==> src/sram_host_defines.svh <==
// Constants for the asynchronous byte-wide static memory host controller
`ifndef SRAM_HOST_DEFINES_SVH
`define SRAM_HOST_DEFINES_SVH

// ============================================================
// Geometry
`define SRAM_ADDR_W 19
`define SRAM_DATA_W 8

// ============================================================
// Timing, slower grade, in their own units
`define SRAM_CLK_PERIOD_NS 10
`define SRAM_POWER_WAIT_US 1
`define SRAM_READ_CYCLE_NS 20
`define SRAM_WRITE_CYCLE_NS 20
`define SRAM_STROBE_PULSE_NS 10
`define SRAM_STROBE_TO_FLOAT_DELAY_NS 8
`define SRAM_WRITE_DATA_SETUP_TIME_NS 8
`define SRAM_OE_TO_FLOAT_NS 8

// Cycle counts, least times rounded up
`define SRAM_CEIL_CYC(ns) (((ns) + `SRAM_CLK_PERIOD_NS - 1) / `SRAM_CLK_PERIOD_NS)
`define SRAM_POWER_WAIT_CYC `SRAM_CEIL_CYC(`SRAM_POWER_WAIT_US * 1000)
`define SRAM_READ_CYC `SRAM_CEIL_CYC(`SRAM_READ_CYCLE_NS)
`define SRAM_SYNC_LAT_CYC 4
`define SRAM_READ_HOLD_CYC (`SRAM_READ_CYC + `SRAM_SYNC_LAT_CYC + 1)
`define SRAM_WR_MIN_NS (`SRAM_STROBE_TO_FLOAT_DELAY_NS + `SRAM_WRITE_DATA_SETUP_TIME_NS)
`define SRAM_WR_A_CYC `SRAM_CEIL_CYC(`SRAM_WR_MIN_NS)
`define SRAM_WR_B_CYC `SRAM_CEIL_CYC(`SRAM_WRITE_CYCLE_NS)
`define SRAM_WRITE_CYC ((`SRAM_WR_A_CYC > `SRAM_WR_B_CYC) ? `SRAM_WR_A_CYC : `SRAM_WR_B_CYC)
`define SRAM_TURN_CYC `SRAM_CEIL_CYC(`SRAM_OE_TO_FLOAT_NS)

// ============================================================
// Reset values of the pins
`define SRAM_CTRL_IDLE 1'b1
`define SRAM_ADDR_RST 19'h00000
`define SRAM_DATA_RST 8'h00

`endif

==> src/sram_host_pkg.sv <==
// Types shared by the static memory host controller
`default_nettype none
`include "sram_host_defines.svh"

package sram_host_pkg;

	typedef enum logic [2:0] {
		st_idle = 3'b000,
		st_read = 3'b001,
		st_recover = 3'b011,
		st_write = 3'b010,
		st_powerup = 3'b110
	} state_type;

	typedef struct packed {
		logic write;
		logic [`SRAM_ADDR_W-1:0] addr;
		logic [`SRAM_DATA_W-1:0] wdata;
	} req_type;

	typedef struct packed {
		logic ce_n;
		logic oe_n;
		logic we_n;
	} ctrl_type;

endpackage

`default_nettype wire

==> src/sram_host.sv <==
// Host controller driving an asynchronous byte-wide static memory over its pins
`timescale 1ns/100ps
`default_nettype none
`include "sram_host_defines.svh"

module sram_host #(
	parameter int ADDR_W = `SRAM_ADDR_W,
	parameter int DATA_W = `SRAM_DATA_W,
	parameter int POWER_WAIT_CYC = `SRAM_POWER_WAIT_CYC
) (
	// Clock and reset
	input wire logic clk_sys,
	input wire logic nrst,
	// Request side
	input wire sram_host_pkg::req_type req,
	input wire logic req_valid,
	output logic req_ready,
	// Answer side
	output logic rsp_valid,
	output logic [DATA_W-1:0] rsp_rdata,
	// Memory pins
	output logic [ADDR_W-1:0] sram_addr,
	output logic sram_ce_n,
	output logic sram_oe_n,
	output logic sram_we_n,
	output logic [DATA_W-1:0] sram_dq_out,
	output logic sram_dq_oe,
	input wire logic [DATA_W-1:0] sram_dq_in
);

	// ============================================================
	// Elaboration checks
	if (ADDR_W != `SRAM_ADDR_W || DATA_W != `SRAM_DATA_W) begin : g_bad_width
		$error("Widths must match the request type");
	end
	if (POWER_WAIT_CYC < 1 || POWER_WAIT_CYC > 4095) begin : g_bad_wait
		$error("Power wait count out of range");
	end

	localparam int CNT_W = 12;
	localparam logic [CNT_W-1:0] READ_LAST = CNT_W'(`SRAM_READ_HOLD_CYC - 1);
	localparam logic [CNT_W-1:0] WRITE_LAST = CNT_W'(`SRAM_WRITE_CYC - 1);
	localparam logic [CNT_W-1:0] TURN_LAST = CNT_W'(`SRAM_TURN_CYC - 1);
	localparam logic [CNT_W-1:0] POWER_LAST = CNT_W'(POWER_WAIT_CYC - 1);

	// ============================================================
	// Read data synchroniser
	logic [DATA_W-1:0] dq_sync;

	sync3 #(
		.WIDTH(DATA_W)
	) u_dq_sync (
		.clk_sys(clk_sys),
		.nrst(nrst),
		.d(sram_dq_in),
		.q(dq_sync)
	);

	// ============================================================
	// Decoding
	sram_host_pkg::state_type state;
	sram_host_pkg::state_type next_state;
	logic [CNT_W-1:0] cnt;
	logic [CNT_W-1:0] next_cnt;
	logic was_write;

	wire cnt_done = (cnt == '0);
	wire accept = req_valid && req_ready;
	wire start_read = accept && !req.write;
	wire start_write = accept && req.write;
	wire end_read = (state == sram_host_pkg::st_read) && cnt_done;
	wire end_write = (state == sram_host_pkg::st_write) && cnt_done;
	wire end_recover = (state == sram_host_pkg::st_recover) && cnt_done;
	wire end_power = (state == sram_host_pkg::st_powerup) && cnt_done;

	// Output drive stays high on writes so the device never fights our data
	wire sram_host_pkg::ctrl_type ctrl_read = '{ce_n: 1'b0, oe_n: 1'b0, we_n: 1'b1};
	wire sram_host_pkg::ctrl_type ctrl_write = '{ce_n: 1'b0, oe_n: 1'b1, we_n: 1'b0};
	wire sram_host_pkg::ctrl_type ctrl_off = '{ce_n: 1'b1, oe_n: 1'b1, we_n: 1'b1};
	sram_host_pkg::ctrl_type ctrl;
	sram_host_pkg::ctrl_type next_ctrl;

	always_comb begin
		next_state = state;
		next_cnt = cnt_done ? cnt : cnt - 1'b1;
		next_ctrl = ctrl;
		unique case (state)
			sram_host_pkg::st_powerup: begin
				if (cnt_done) begin
					next_state = sram_host_pkg::st_idle;
				end
			end
			sram_host_pkg::st_idle: begin
				if (start_read) begin
					next_state = sram_host_pkg::st_read;
					next_cnt = READ_LAST;
					next_ctrl = ctrl_read;
				end else if (start_write) begin
					next_state = sram_host_pkg::st_write;
					next_cnt = WRITE_LAST;
					next_ctrl = ctrl_write;
				end
			end
			sram_host_pkg::st_read: begin
				if (cnt_done) begin
					next_state = sram_host_pkg::st_recover;
					next_cnt = TURN_LAST;
					next_ctrl = ctrl_off;
				end
			end
			sram_host_pkg::st_write: begin
				// Raising select and strobe together ends the write at once
				if (cnt_done) begin
					next_state = sram_host_pkg::st_recover;
					next_cnt = TURN_LAST;
					next_ctrl = ctrl_off;
				end
			end
			sram_host_pkg::st_recover: begin
				if (cnt_done) begin
					next_state = sram_host_pkg::st_idle;
				end
			end
			default: begin
				next_state = sram_host_pkg::st_idle;
				next_ctrl = ctrl_off;
			end
		endcase
	end

	// ============================================================
	// State and pins
	always_ff @(posedge clk_sys or negedge nrst) begin
		if (!nrst) begin
			state <= sram_host_pkg::st_powerup;
			cnt <= POWER_LAST;
			ctrl <= ctrl_off;
		end else begin
			state <= next_state;
			cnt <= next_cnt;
			ctrl <= next_ctrl;
		end
	end

	assign sram_ce_n = ctrl.ce_n;
	assign sram_oe_n = ctrl.oe_n;
	assign sram_we_n = ctrl.we_n;

	// Address and data change only on accept, with select, never later
	always_ff @(posedge clk_sys or negedge nrst) begin
		if (!nrst) begin
			sram_addr <= `SRAM_ADDR_RST;
			sram_dq_out <= `SRAM_DATA_RST;
			was_write <= 1'b0;
		end else if (accept) begin
			sram_addr <= req.addr;
			sram_dq_out <= req.wdata;
			was_write <= req.write;
		end
	end

	// Data stays driven through the recovery cycle so hold is met after the strobe
	always_ff @(posedge clk_sys or negedge nrst) begin
		if (!nrst) begin
			sram_dq_oe <= 1'b0;
		end else if (start_write) begin
			sram_dq_oe <= 1'b1;
		end else if (end_recover || end_read) begin
			sram_dq_oe <= 1'b0;
		end
	end

	always_ff @(posedge clk_sys or negedge nrst) begin
		if (!nrst) begin
			req_ready <= 1'b0;
		end else if (end_power || end_recover) begin
			req_ready <= 1'b1;
		end else if (accept) begin
			req_ready <= 1'b0;
		end
	end

	always_ff @(posedge clk_sys or negedge nrst) begin
		if (!nrst) begin
			rsp_valid <= 1'b0;
			rsp_rdata <= `SRAM_DATA_RST;
		end else begin
			rsp_valid <= end_read;
			if (end_read) begin
				rsp_rdata <= dq_sync;
			end
		end
	end

	// ============================================================
	// Checks
	logic [CNT_W-1:0] since_reset;
	always_ff @(posedge clk_sys or negedge nrst) begin
		if (!nrst) begin
			since_reset <= '0;
		end else if (since_reset != '1) begin
			since_reset <= since_reset + 1'b1;
		end
	end
endmodule // sram_host

`default_nettype wire

==> src/sync3.sv <==
// Three-stage synchroniser whose output moves only when stages two and three agree
`timescale 1ns/100ps
`default_nettype none

module sync3 #(
	parameter int WIDTH = 8
) (
	// Clock and reset
	input wire logic clk_sys,
	input wire logic nrst,
	// Data
	input wire logic [WIDTH-1:0] d,
	output logic [WIDTH-1:0] q
);

	if (WIDTH < 1) begin : g_bad_width
		$error("Synchroniser width must be at least one");
	end

	logic [WIDTH-1:0] s1;
	logic [WIDTH-1:0] s2;
	logic [WIDTH-1:0] s3;
	wire agree = (s2 == s3);

	// Stage one feeds stage two only, to keep metastability contained
	always_ff @(posedge clk_sys or negedge nrst) begin
		if (!nrst) begin
			s1 <= '0;
			s2 <= '0;
			s3 <= '0;
			q <= '0;
		end else begin
			s1 <= d;
			s2 <= s1;
			s3 <= s2;
			if (agree) begin
				q <= s3;
			end
		end
	end

endmodule // sync3

`default_nettype wire

==> config.mk <==
export PLATFORM = sky130hd
export DESIGN_NAME = sram_host
export DESIGN_NICKNAME = d
export VERILOG_FILES = /design/src/sram_host_pkg.sv /design/src/sram_host.sv /design/src/sync3.sv
export VERILOG_INCLUDE_DIRS = /design/src
export SDC_FILE = /design/constraint.sdc
export NUM_CORES = 1
export LEC_CHECK = 0
export BUFFER_PORTS_ARGS = -buffer_cell sky130_fd_sc_hd__buf_4
export CAP_MARGIN = 40
export CORE_UTILIZATION = 40
export DETAILED_ROUTE_END_ITERATION = 6
export PLACE_DENSITY_LB_ADDON = 0.3
export SKIP_LAST_GASP = 1
export SLEW_MARGIN = 0
export SYNTH_ARGS = -nofsm -noshare
export SYNTH_HDL_FRONTEND = slang
export SYNTH_HIERARCHICAL = 1
export SYNTH_SLANG_ARGS = --single-unit
==> constraint.sdc <==
create_clock -name clk_sys -period 2.8 [get_ports clk_sys]
set_input_delay 0.56 -clock clk_sys [delete_from_list [all_inputs] [get_ports clk_sys]]
set_output_delay 0.56 -clock clk_sys [all_outputs]
set_load 0.03 [all_outputs]
Word level (Yosys, flattened, before mapping)
Cells that the tools add are included.
Widths: inputs -> output; s select.

operators by class
  bitwise gates (word level) = 1
  mux-type cells = 16
  add/subtract/negate cells = 1
  eq/ne operators = 8
  reduce and logical (&&, ||, !) cells = 17

operator list
  kind                   count
  $mux 12                4
  $pmux 12 s2            1
  $pmux 3 s3             2
  $mux 3                 5
  $logic_not 12->1       1
  $sub 12x1->12 const B  1
  $eq 8x8->1             1
  $eq 3x2->1 const B     2
  $logic_and 1x1->1      6
  $reduce_and 3->1       2
  $mux 1                 4
  $ne 2x1->1 const B     2
  $reduce_bool 2->1      2
  $reduce_or 2->1        2
  $eq 3x1->1 const B     1
  $eq 3x3->1 const B     1
  $logic_not 3->1        1
  $ne 3x3->1 const B     1
  $logic_or 1x1->1       2
  $logic_not 1->1        1
  $not 1->1              1

word-level totals
  input bits = 39
  output and inout port bits = 41
  flip-flop bits (word level) = 88
  word-level logic and storage cells = 58

Longest topological paths before layout
Gate-level depths: netlist of run 1.

  word-level depth = 5
  depth in mapped cells = 10
  gate-level depth less buffers = 10

Cells and area by module
Netlist of run 1, hierarchy kept.

modules (own cells, without submodules)
  module     times used  cells each  area each (sq um)
  sram_host  1           185         2394.8
  sync3      1           51          977.2

Worst setup path before layout of run 1
OpenSTA, ideal clock, no wires.

  path type = register -> register
  start = register cnt[0]
  end = register ctrl, in the netlist sram_we_n
  slack = 0.425 ns
  period minus slack after synthesis = 2.375 ns
  arrival = 2.290 ns
  data required time = 2.715 ns
  library setup time = 0.085 ns
  cell stages (with the launch flop) = 8
  path through = dfstp_2 > inv_1 > ha_1 > or4b_4 > nor3_4 > inv_4 > a222oi_1 > mux2_1

on the way
  longest elaborated chain between the ends = 3

RTL lines
  item                               line              RTL
  start: declaration                 sram_host.sv:63   logic [CNT_W-1:0] cnt;
  start signal: assignment           sram_host.sv:140  cnt <= next_cnt;
  $logic_not 12->1                   sram_host.sv:67   wire cnt_done = (cnt == '0);
  $ne 2x1->1 (no source line)        --
  $reduce_and 3->1 (no source line)  --
  end signal: assignment             sram_host.sv:137  ctrl <= ctrl_off;
  end signal: assignment             sram_host.sv:141  ctrl <= next_ctrl;
  end: declaration                   sram_host.sv:80   sram_host_pkg::ctrl_type ctrl;

Every way passes these cells.
A chain may end at the register's enable or synchronous reset.

Final worst setup path of run 1
Ends and elaborated chain as after synthesis.

==> qor.json, run 1 <==
{
  "status": "complete, no violations",
  "worst_clock_skew_ps": 10.9,
  "maxSlewViolCount": 0,
  "pin_count_of_the_biggest_net_entering_global_routing": 51,
  "wire_length_of_the_first_global_routing_pass_um": 10100,
  "worstSetupEndpoint": "sram_we_n",
  "rsz0062_at_grt": "no",
  "fin_crit_sh_pct": 87.3,
  "mostFrequentLayoutCells": "81 x sky130_fd_sc_hd__buf_4, 79 x sky130_fd_sc_hd__dfrtp_1, 43 x sky130_fd_sc_hd__mux2_2",
  "floorplan.core_area_mm2": 0.00818,
  "worstSetupPathType": "reg2reg",
  "place_inst": 416,
  "setup_failing_eps_final": 0,
  "cts_num_sinks": 88,
  "crit_cells": 7,
  "placedInstanceArea_mm2": 0.00411,
  "antenna_found_initial": 0,
  "fmax_mhz": 409,
  "fraction_of_final_layout_cells_sized_beyond_drive_strength_1_pct": 48.0,
  "layout.cells.non_filler": 432,
  "cp_data_required_time_ps": 3080,
  "static-leakage-power_nw": 2.01,
  "clock_tree.buffer_depth": 2,
  "wire_per_inst_um": 13.7,
  "cts_buffers": 9,
  "worst-path-max-fanout": 7,
  "hold_viol_final": 0,
  "synth_flop_cell": "sky130_fd_sc_hd__dfrtp_1",
  "finalCriticalPeriod_ps": 2450,
  "floorplan.initialDensity_pct": 41.2,
  "layout_commonest_cell": "sky130_fd_sc_hd__buf_4",
  "place.gp.congestion": 0.837,
  "crit_slowest_cell": "sky130_fd_sc_hd__or4b_4",
  "drt.antenna.violating_nets": 0,
  "post-cts-setup-buffers": 0,
  "vdd.ir_drop.worst_uv": 365,
  "slowest_delay_ps": 530,
  "worst_path_dominant_cell_family": "simple AND/OR/NAND/NOR gates",
  "drcViolationCount": 0,
  "yosys.cell_types.count": 41,
  "first_global_vias": 2153,
  "pin_count": 80,
  "worstMarginPinSlew_ps": 643,
  "buffer_ports.inserted": 79,
  "report.power.total_mw": 2.56,
  "dr_total_vias": 2130,
  "min_path_type": "in2async",
  "die_x_um": 93.8,
  "detailed_router_s_first_iteration_violation_count": 108,
  "die_height_um": 93.8,
  "setup-tns-final_ps": 0,
  "postLayoutCoreUtil_pct": 52.6,
  "synth_seq_cells": 88,
  "placement_rows": 33,
  "critical_path.n_buffers_inverters": 2,
  "diodes": 0,
  "syn-mean-instance-area_um2": 14.3,
  "cp-start-kind": "flip-flop",
  "design.final.nets": 363,
  "cts_tree": "done",
  "die_area_mm2": 0.00880,
  "syn2layout_area_growth_pct": 27.6,
  "synth_fp_nets": 277,
  "power_dens_cells_mw_per_mm2": 594,
  "cts_max_level": 3,
  "clkLatencyLatePin_ps": 350,
  "cts_hold_buf": 0,
  "setup.reg_to_reg.worst_slack_ps": 350,
  "async_flop_share_pct": 100,
  "cts_root_buf": "sky130_fd_sc_hd__clkbuf_8",
  "first_pass_iters": 4,
  "clock_slew_at_reported_path_ffs_ps": 100,
  "grt_util_all_layers_pct": 14.9,
  "route.detailed.vias_per_inst": 4.93,
  "worstReg2RegEnd": "sram_we_n",
  "fin_area_mm2": 0.00430,
  "layout.filler_cells": 713,
  "hpwlAfterDp_um": 4180,
  "cp_cell_sequence": "inv_1 > ha_1 > or4b_4 > nor3_4 > inv_4 > a222oi_1 > mux2_1",
  "worstReg2RegStart": "cnt[0]",
  "reg2reg_depth": 7,
  "worstPathArrival_ps": 2730,
  "synthesis.yosys.warnings": 6,
  "synth-edff-count": 0,
  "globalRouteOverflowTotal": 0,
  "postCtsResizedCells": 0,
  "max-cap-violations": 0,
  "synthesis.instances": 236,
  "aggregate_routed_wire_length_um": 5920,
  "worstSetupStartpoint": "cnt[0]",
  "max_slew_margin_pct": 57.1,
  "synth_area_mm2": 0.00337,
  "setup.worst_path.end_class": "flip-flop",
  "synth.yosys.seq_area_share_pct": 65.6
}
[sequential cells by signal, summed over array words and instances (netlist names)]
| signal | flops |
|---|---|
| sram_addr | 19 |
| cnt | 12 |
| rsp_rdata | 8 |
| sram_dq_out | 8 |
| u_dq_sync/q | 8 |
| u_dq_sync/s1 | 8 |
| u_dq_sync/s2 | 8 |
| u_dq_sync/s3 | 8 |
| state | 3 |
| req_ready | 1 |
| rsp_valid | 1 |
| sram_ce_n | 1 |
| sram_dq_oe | 1 |
| sram_oe_n | 1 |
| sram_we_n | 1 |
[report_power, final]
part	total [mW]	switching [mW]	internal (mW)
sequential	1.39	0.0399	1.35
clock	0.863	0.511	0.352
combinational	0.303	0.161	0.142
[worst reg2reg max path: stages, from the launching register on]
cell and delay (ps):
sky130_fd_sc_hd__dfstp_2 380, sky130_fd_sc_hd__inv_1 70, sky130_fd_sc_hd__ha_1 200, sky130_fd_sc_hd__or4b_4 530
sky130_fd_sc_hd__nor3_4 230, sky130_fd_sc_hd__inv_4 80, sky130_fd_sc_hd__a222oi_1 510, sky130_fd_sc_hd__mux2_1 380
[synth_stat cells, drive strengths merged (4+ instances only)]
master	instances	area [um2]
a21oi	6	30.0
clkbuf	5	18.8
dfrtp	79	1980
dfstp	9	236
inv	6	25.0
mux2	44	495
nand2	9	33.8
nor2	9	33.8
nor3	6	41.3
nor4	4	25.0
o21ai	5	25.0
o31ai	4	30.0
xnor2	5	43.8
xor2	9	78.8
[how the worst min path moves through the flow]
stage / from / end / slack (ps) / cells past startpoint
CTS: nrst / rsp_rdata[7] / 230 / 1
global route: nrst / rsp_rdata[3] / 270 / 1
global placement: u_dq_sync/s1[2] / u_dq_sync/s2[2] / 330 / 0
floorplan: nrst / cnt[10] / 260 / 0
finish: nrst / sram_addr[0] / 230 / 1
detailed placement: u_dq_sync/s1[0] / u_dq_sync/s2[0] / 330 / 0
[kinds of logic after synthesis]
| group | share of synthesized area, % |
|---|---|
| buf+inv | 1.52 |
| flops | 65.6 |
| simple gates | 7.87 |
| mux | 14.7 |
| xor+xnor | 3.64 |
| fa+ha+maj | 1.04 |
| compound gates | 5.60 |
[layout make-up]
type	instances	area, um2	area share, %
Timing Repair Buffer	82	628	14.6
Clock inverter	7	75.1	1.74
Clock buffer	9	124	2.88
Inverter	6	25.0	0.581
Sequential cell	88	2210	51.4
Multi-Input combinational cell	135	1110	25.7
Tap cell	105	131	3.05
[per-layer routing]
| metal | routed length [um] | vias to the layer above | track usage, % |
|---|---|---|---|
| met5 | 0 | - | 0 |
| met2 | 2860 | 61 | 22.9 |
| met4 | 41 | 0 | 6.15 |
| met1 | 2690 | 1053 | 19.6 |
| met3 | 336 | 2 | 4.69 |
| li1 | - | 1014 | - |
[metrics by stage]
stage,worst slack (ps),hold slack (ps)
finish,355,231
CTS,338,235
global placement,456,332
detailed placement,352,335
floorplan,425,264
global route,164,270
(Power assumes the default switching activity.)
==> inputs of run 2 (changes only) <==
Settings changed: CORE_ASPECT_RATIO from default to 1.25.
==> run 2 against run 1 <==
  * The run now ends with DRC left
  * Maximum frequency up 1.9%
  * Wire length up 1.6%
  * Sequential cell count unchanged
  * Clock power up 6.4%
==> qor.json, run 2 (synthesized netlist as in run 1, its figures left out) <==
{
  "cp_data_required_time": {"value": 3080, "unit": "ps", "change": "about the same"},
  "postLayoutCoreUtil": {"value": 52.6, "unit": "%", "change": "-0.090 points"},
  "fraction_of_final_layout_cells_sized_beyond_drive_strength_1": {"value": 48.0, "unit": "%", "change": "unchanged"},
  "netSwitchingPower": {"value": 686, "unit": "uW", "change": "-3.7%"},
  "share_seq_of_total_power": {"value": 53.2, "unit": "%", "change": "-1.2 points"},
  "cts_hold_buf": {"value": 0, "change": "unchanged"},
  "setup_failing_eps_final": {"value": 0, "change": "unchanged"},
  "power.internal": {"value": 1.93, "unit": "mW", "change": "+4.5%"},
  "die_height": {"value": 105, "unit": "um", "change": "+12%"},
  "status": "complete, but fails checks",
  "violations": "DRC",
  "design.final.nets": {"value": 363, "change": "unchanged"},
  "worstPathArrival": {"value": 2680, "unit": "ps", "change": "-50 ps"},
  "placement_rows": {"value": 37, "change": "+12%"},
  "fin_crit_sh": {"value": 85.7, "unit": "%", "change": "-1.6 points"},
  "postCtsResizedCells": {"value": 0, "change": "unchanged"},
  "maxSlewViolCount": {"value": 0, "change": "unchanged"},
  "finalCriticalPeriod": {"value": 2400, "unit": "ps", "change": "-44.4 ps"},
  "die_area": {"value": 0.00880, "unit": "mm2", "change": "about the same"},
  "globalRouteOverflowTotal": {"value": 0, "change": "unchanged"},
  "aggregate_routed_wire_length": {"value": 6020, "unit": "um", "change": "+1.6%"},
  "worstSetupPathType": "reg2reg",
  "route.detailed.vias_per_inst": {"value": 5.08, "change": "+3.0%"},
  "max-cap-violations": {"value": 0, "change": "unchanged"},
  "die_x": {"value": 84.1, "unit": "um", "change": "-10%"},
  "mostFrequentLayoutCells": "81 x sky130_fd_sc_hd__buf_4, 79 x sky130_fd_sc_hd__dfrtp_1, 43 x sky130_fd_sc_hd__mux2_2",
  "diodes": {"value": 0, "change": "unchanged"},
  "layout_commonest_cell": "sky130_fd_sc_hd__buf_4",
  "clock_tree.buffer_depth": {"value": 2, "change": "unchanged"},
  "wire_length_of_the_first_global_routing_pass": {"value": 10300, "unit": "um", "change": "+2.2%"},
  "cts_buffers": {"value": 9, "change": "unchanged"},
  "dr_total_vias": {"value": 2153, "change": "+1.1%"},
  "place.gp.congestion": {"value": 0.859, "change": "+2.6%"},
  "cts_max_level": {"value": 3, "change": "unchanged"},
  "detailed_router_s_first_iteration_violation_count": {"value": 106, "change": "-1.9%"},
  "power.share.clock": {"value": 35.2, "unit": "%", "change": "+1.4 points"},
  "largest_register_ffs": {"value": 19, "change": "unchanged"},
  "cp-start-kind": "flip-flop",
  "max_slew_margin": {"value": 65.7, "unit": "%", "change": "+8.6 points"},
  "grt_util_all_layers": {"value": 14.9, "unit": "%", "change": "about the same"},
  "cts_num_sinks": {"value": 88, "change": "unchanged"},
  "p_sw_share": {"value": 26.3, "unit": "%", "change": "-1.6 points"},
  "share_comb_of_total_power": {"value": 11.6, "unit": "%", "change": "-0.2 points"},
  "first_global_vias": {"value": 2154, "change": "+0.046%"},
  "largest_registers_ranked_by_flip_flop_count": "sram_addr x19, cnt x12",
  "hpwlAfterDp": {"value": 4190, "unit": "um", "change": "+0.40%"},
  "largest-register": "sram_addr",
  "fmax": {"value": 417, "unit": "MHz", "change": "+1.9%"},
  "post-cts-setup-buffers": {"value": 0, "change": "unchanged"},
  "syn2layout_area_growth": {"value": 27.7, "unit": "%", "change": "about the same"},
  "vdd.ir_drop.worst": {"value": 336, "unit": "uV", "change": "-7.8%"},
  "clkLatencyLatePin": {"value": 350, "unit": "ps", "change": "about the same"},
  "cts_tree": "done",
  "wire_per_inst": {"value": 14.2, "unit": "um", "change": "+3.5%"},
  "worst-path-max-fanout": {"value": 7, "change": "unchanged"},
  "rsz0062_at_grt": "no",
  "drcViolationCount": {"value": 4, "change": "+4"},
  "setup-tns-final": {"value": 0, "unit": "ps", "change": "unchanged"},
  "clock_slew_at_reported_path_ffs": {"value": 90, "unit": "ps", "change": "about the same"},
  "power_dens_cells": {"value": 606, "unit": "mW/mm2", "change": "+2.1%"},
  "buffer_ports.inserted": {"value": 79, "change": "unchanged"},
  "hold_viol_final": {"value": 0, "change": "unchanged"},
  "floorplan.initialDensity": {"value": 41.2, "unit": "%", "change": "-0.094 points"},
  "cts_root_buf": "sky130_fd_sc_hd__clkbuf_8",
  "antenna_found_initial": {"value": 0, "change": "unchanged"},
  "setup.worst_path.end_class": "flip-flop",
  "static-leakage-power": {"value": 2.01, "unit": "nW", "change": "+0.18%"},
  "drt.antenna.violating_nets": {"value": 0, "change": "unchanged"},
  "floorplan.core_area": {"value": 0.00819, "unit": "mm2", "change": "+0.23%"},
  "worst_clock_skew": {"value": 6.38, "unit": "ps", "change": "-4.48 ps"},
  "pin_count": {"value": 80, "change": "unchanged"},
  "worstMarginPinSlew": {"value": 515, "unit": "ps", "change": "-129 ps"},
  "first_pass_iters": {"value": 6, "change": "+2"},
  "pin_count_of_the_biggest_net_entering_global_routing": {"value": 49, "change": "-3.9%"},
  "min_path_type": "in2async"
}
-- run 2: per-layer routing --
layer / vias up / GRT usage (%) / share of wire (%)
met5: - / 0 / 0
met4: 0 / 6.65 / 1.5
met3: 8 / 4.66 / 7.0
met2: 71 / 23.0 / 48
met1: 1060 / 19.4 / 43
li1: 1014 / - / -
-- run 2: worst max-delay path: stages, from the launching register on --
cell	delay (ps)
sky130_fd_sc_hd__dfstp_2	380
sky130_fd_sc_hd__inv_1	70
sky130_fd_sc_hd__ha_1	200
sky130_fd_sc_hd__or4b_4	520
sky130_fd_sc_hd__nor3_4	240
sky130_fd_sc_hd__inv_4	70
sky130_fd_sc_hd__a222oi_1	480
sky130_fd_sc_hd__mux2_1	370
-- run 2: stage by stage --
stage	cell area (um2)	instances	setup WS, ps	hold WS, ps	total power, mW
final	4310	424	399	177	2.61
after floorplan	3370	236	425	264	1.56
after global routing	4310	424	234	210	2.73
after global placement	4100	408	439	331	1.72
after CTS	4310	424	373	184	2.66
after detailed placement	4100	408	395	335	1.72
-- run 2: area by class of cell --
type                       instances  area (um2)
clock inverter                     7        87.6
clock buffer                       9         124
sequential                        88        2210
multi-input combinational        135        1110
timing repair buffer              82         628
tap                               97         121
inverter                           6        25.0
fill                             707        3890
-- run 2: worst paths after layout --
| kind | start | endpoint | slack (ps) | cells after the start |
|---|---|---|---|---|
| max in group asynchronous | nrst | state[1] | 1940 | 2 |
| worst max register to register | cnt[0] | sram_we_n | 400 | 7 |
| min in group clk_sys | sram_dq_in[5] | u_dq_sync/s1[5] | 310 | 1 |
| worst min-delay path | nrst | sram_addr[11] | 180 | 1 |
| worst min register to register | u_dq_sync/s1[1] | u_dq_sync/s2[1] | 350 | 0 |
| worst max-delay path | cnt[0] | sram_we_n | 400 | 7 |
-- run 2: power by group through the flow --
stage | Clock, mW | Sequential [mW] | Combinational (mW)
finish | 0.918 | 1.39 | 0.304
global route | 1.00 | 1.40 | 0.324
CTS | 0.958 | 1.39 | 0.309
detailed placement | 0 | 1.42 | 0.308
global placement | 0 | 1.41 | 0.303
floorplan | 0 | 1.50 | 0.0614
==> inputs of run 3 (changes only) <==
Settings changed: CORE_UTILIZATION 40 to 53.
==> run 3 against run 2 <==
  * The run now ends clean
  * Via count grew 0.93%
  * Critical path depth is the same
  * Non-clock buffer count is the same
  * Clock-buffer cell count grew 1
  * Critical endpoint unchanged
==> qor.json, run 3 (synthesized netlist as in run 1, its figures left out) <==
{
  "first_global_vias": {"value": 2233, "change": "+3.7%"},
  "static-leakage-power": {"value": 2.02, "unit": "nW", "change": "+0.32%"},
  "cts_buffers": {"value": 9, "change": "unchanged"},
  "worstSetupStartpoint": "cnt[0]",
  "finalCriticalPeriod": {"value": 2380, "unit": "ps", "change": "-15.7 ps"},
  "largest_register_ffs": {"value": 19, "change": "unchanged"},
  "share_seq_of_total_power": {"value": 53.3, "unit": "%", "change": "about the same"},
  "largest-register": "sram_addr",
  "register_area": {"value": 0.00221, "unit": "mm2", "change": "unchanged"},
  "clock_slew_at_reported_path_ffs": {"value": 90, "unit": "ps", "change": "about the same"},
  "cp-start-kind": "flip-flop",
  "hpwlAfterDp": {"value": 4250, "unit": "um", "change": "+1.3%"},
  "globalRouteOverflowTotal": {"value": 0, "change": "unchanged"},
  "worstSetupPathType": "reg2reg",
  "die_height": {"value": 91.2, "unit": "um", "change": "-13%"},
  "critical_path.n_buffers_inverters": {"value": 2, "change": "unchanged"},
  "crit_slowest_cell": "sky130_fd_sc_hd__or4b_4",
  "power.share.clock": {"value": 35.1, "unit": "%", "change": "about the same"},
  "wire_per_inst": {"value": 14.5, "unit": "um", "change": "+2.0%"},
  "place.gp.congestion": {"value": 0.896, "change": "+4.4%"},
  "wire_length_of_the_first_global_routing_pass": {"value": 10200, "unit": "um", "change": "-1.5%"},
  "cp_cell_sequence": "inv_1 > ha_1 > or4b_4 > nor3_4 > inv_4 > a222oi_1 > mux2_1",
  "setup-tns-final": {"value": 0, "unit": "ps", "change": "unchanged"},
  "worstPathArrival": {"value": 2670, "unit": "ps", "change": "about the same"},
  "diodes": {"value": 0, "change": "unchanged"},
  "detailed_router_s_first_iteration_violation_count": {"value": 120, "change": "+13%"},
  "die_x": {"value": 73.3, "unit": "um", "change": "-13%"},
  "cts_hold_buf": {"value": 0, "change": "unchanged"},
  "floorplan.initialDensity": {"value": 54.7, "unit": "%", "change": "+14 points"},
  "fraction_of_final_layout_cells_sized_beyond_drive_strength_1": {"value": 48.0, "unit": "%", "change": "unchanged"},
  "pin_count": {"value": 80, "change": "unchanged"},
  "grt_util_all_layers": {"value": 20.3, "unit": "%", "change": "+5.4 points"},
  "route.detailed.vias_per_inst": {"value": 5.27, "change": "+3.9%"},
  "netSwitchingPower": {"value": 667, "unit": "uW", "change": "-2.8%"},
  "fin_crit_sh": {"value": 85.2, "unit": "%", "change": "-0.56 points"},
  "fmax": {"value": 419, "unit": "MHz", "change": "+0.66%"},
  "cp_data_required_time": {"value": 3090, "unit": "ps", "change": "about the same"},
  "multi_input_area": {"value": 0.00111, "unit": "mm2", "change": "unchanged"},
  "p_sw_share": {"value": 25.5, "unit": "%", "change": "-0.71 points"},
  "layout_commonest_cell": "sky130_fd_sc_hd__buf_4",
  "aggregate_routed_wire_length": {"value": 5960, "unit": "um", "change": "-0.93%"},
  "share_comb_of_total_power": {"value": 11.6, "unit": "%", "change": "about the same"},
  "die_area": {"value": 0.00669, "unit": "mm2", "change": "-24%"},
  "buffer_ports.inserted": {"value": 79, "change": "unchanged"},
  "clkLatencyLatePin": {"value": 360, "unit": "ps", "change": "about the same"},
  "largest_registers_ranked_by_flip_flop_count": "sram_addr x19, cnt x12",
  "syn2layout_area_growth_pct": 27.3,
  "maxSlewViolCount": {"value": 0, "change": "unchanged"},
  "fin_area": {"value": 0.00429, "unit": "mm2", "change": "-0.35%"},
  "clock_tree.buffer_depth": {"value": 2, "change": "unchanged"},
  "final.hold.worst_slack": {"value": 166, "unit": "ps", "change": "-10.7 ps"},
  "post-cts-setup-buffers": {"value": 0, "change": "unchanged"},
  "placement_rows": {"value": 32, "change": "-14%"},
  "drt.antenna.violating_nets": {"value": 0, "change": "unchanged"},
  "cts_num_sinks": {"value": 88, "change": "unchanged"},
  "mostFrequentLayoutCells": "81 x sky130_fd_sc_hd__buf_4, 79 x sky130_fd_sc_hd__dfrtp_1, 43 x sky130_fd_sc_hd__mux2_2, 10 x sky130_fd_sc_hd__clkbuf_8",
  "power.internal": {"value": 1.94, "unit": "mW", "change": "+0.88%"},
  "floorplan.core_area": {"value": 0.00617, "unit": "mm2", "change": "-25%"},
  "antenna_found_initial": {"value": 0, "change": "unchanged"},
  "design.final.nets": {"value": 363, "change": "unchanged"},
  "setup_failing_eps_final": {"value": 0, "change": "unchanged"},
  "hold_viol_final": {"value": 0, "change": "unchanged"},
  "power_dens_cells": {"value": 608, "unit": "mW/mm2", "change": "+0.27%"},
  "first_pass_iters": {"value": 5, "change": "-1"},
  "worstMarginPinSlew": {"value": 500, "unit": "ps", "change": "-14.8 ps"},
  "postCtsResizedCells": {"value": 0, "change": "unchanged"},
  "layout.filler_cells": {"value": 449, "change": "-36%"},
  "report.power.total": {"value": 2.61, "unit": "mW", "change": "about the same"},
  "placedInstanceArea": {"value": 0.00408, "unit": "mm2", "change": "-0.37%"},
  "drcViolationCount": {"value": 0, "change": "-4"},
  "rsz0062_at_grt": "no",
  "cts_max_level": {"value": 3, "change": "unchanged"},
  "dr_total_vias": {"value": 2173, "change": "+0.93%"},
  "max-cap-violations": {"value": 0, "change": "unchanged"},
  "pin_count_of_the_biggest_net_entering_global_routing": {"value": 50, "change": "+2.0%"},
  "worst_path_dominant_cell_family": "simple AND/OR/NAND/NOR gates",
  "max_slew_margin": {"value": 66.7, "unit": "%", "change": "+0.99 points"},
  "status": "complete, no violations",
  "vdd.ir_drop.worst": {"value": 509, "unit": "uV", "change": "+51%"},
  "cts_tree": "done",
  "cts_root_buf": "sky130_fd_sc_hd__clkbuf_8",
  "worst-path-max-fanout": {"value": 7, "change": "unchanged"},
  "slowest_delay": {"value": 530, "unit": "ps", "change": "about the same"},
  "worst_clock_skew": {"value": 8.38, "unit": "ps", "change": "+2.00 ps"},
  "worstReg2RegStart": "cnt[0]",
  "min_path_type": "in2async",
  "setup.worst_path.end_class": "flip-flop"
}
==> run 3: cell count changes in the layout (fill, tap and decap cells not counted), sizes merged <==
cell      previous run  this run
clkinvlp             2         0
clkbuf               9        10
clkinv               0         1
==> run 3: worst reg2reg max path, cell delays in order (launching register included) <==
cell,delay (ps)
sky130_fd_sc_hd__dfstp_2,390
sky130_fd_sc_hd__inv_1,80
sky130_fd_sc_hd__ha_1,200
sky130_fd_sc_hd__or4b_4,530
sky130_fd_sc_hd__nor3_4,230
sky130_fd_sc_hd__inv_4,70
sky130_fd_sc_hd__a222oi_1,450
sky130_fd_sc_hd__mux2_1,360
==> run 3: final timing paths <==
check                      cells past startpoint         endpoint  slack [ps]
max in group asynchronous                      2        sram_we_n        1950
min                                            1     rsp_rdata[2]         170
min in group clk_sys                           1  u_dq_sync/s1[4]         300
min reg2reg                                    0  u_dq_sync/s2[0]         350
max reg2reg                                    7        sram_we_n         420
max                                            7        sram_we_n         420
==> run 3: cell type report <==
cell class	instances	area share, %
Sequential cell	88	51.6
Multi-Input combinational cell	135	25.8
Inverter	6	0.583
Timing Repair Buffer	82	14.6
Clock buffer	10	3.21
Tap cell	85	2.48
Clock inverter	6	1.72
==> run 3: metrics by stage <==
step	setup WS (ps)	util, %	std cells
detailed placement	431	66.2	396
global placement	446	66.2	396
CTS	396	69.6	412
finish	415	69.6	412
global route	289	69.6	412
floorplan	425	-	236
==> run 3: power groups by stage <==
stage,clock (mW),combinational (mW),sequential [mW]
after CTS,0.937,0.308,1.39
after global placement,0,0.302,1.41
after detailed placement,0,0.308,1.42
after global routing,0.977,0.325,1.40
after floorplan,0,0.0614,1.50
final,0.916,0.304,1.39
==> run 3: routing by layer <==
| metal | vias to the layer above | part of all wire [%] | wire, um | global-route usage (%) |
|---|---|---|---|---|
| li1 | 1018 | - | - | - |
| met1 | 1078 | 42 | 2510 | 25.4 |
| met2 | 68 | 49 | 2950 | 32.2 |
| met3 | 9 | 6.2 | 370 | 5.33 |
| met4 | 0 | 2.2 | 131 | 10.4 |
| met5 | - | 0 | 0 | 0 |
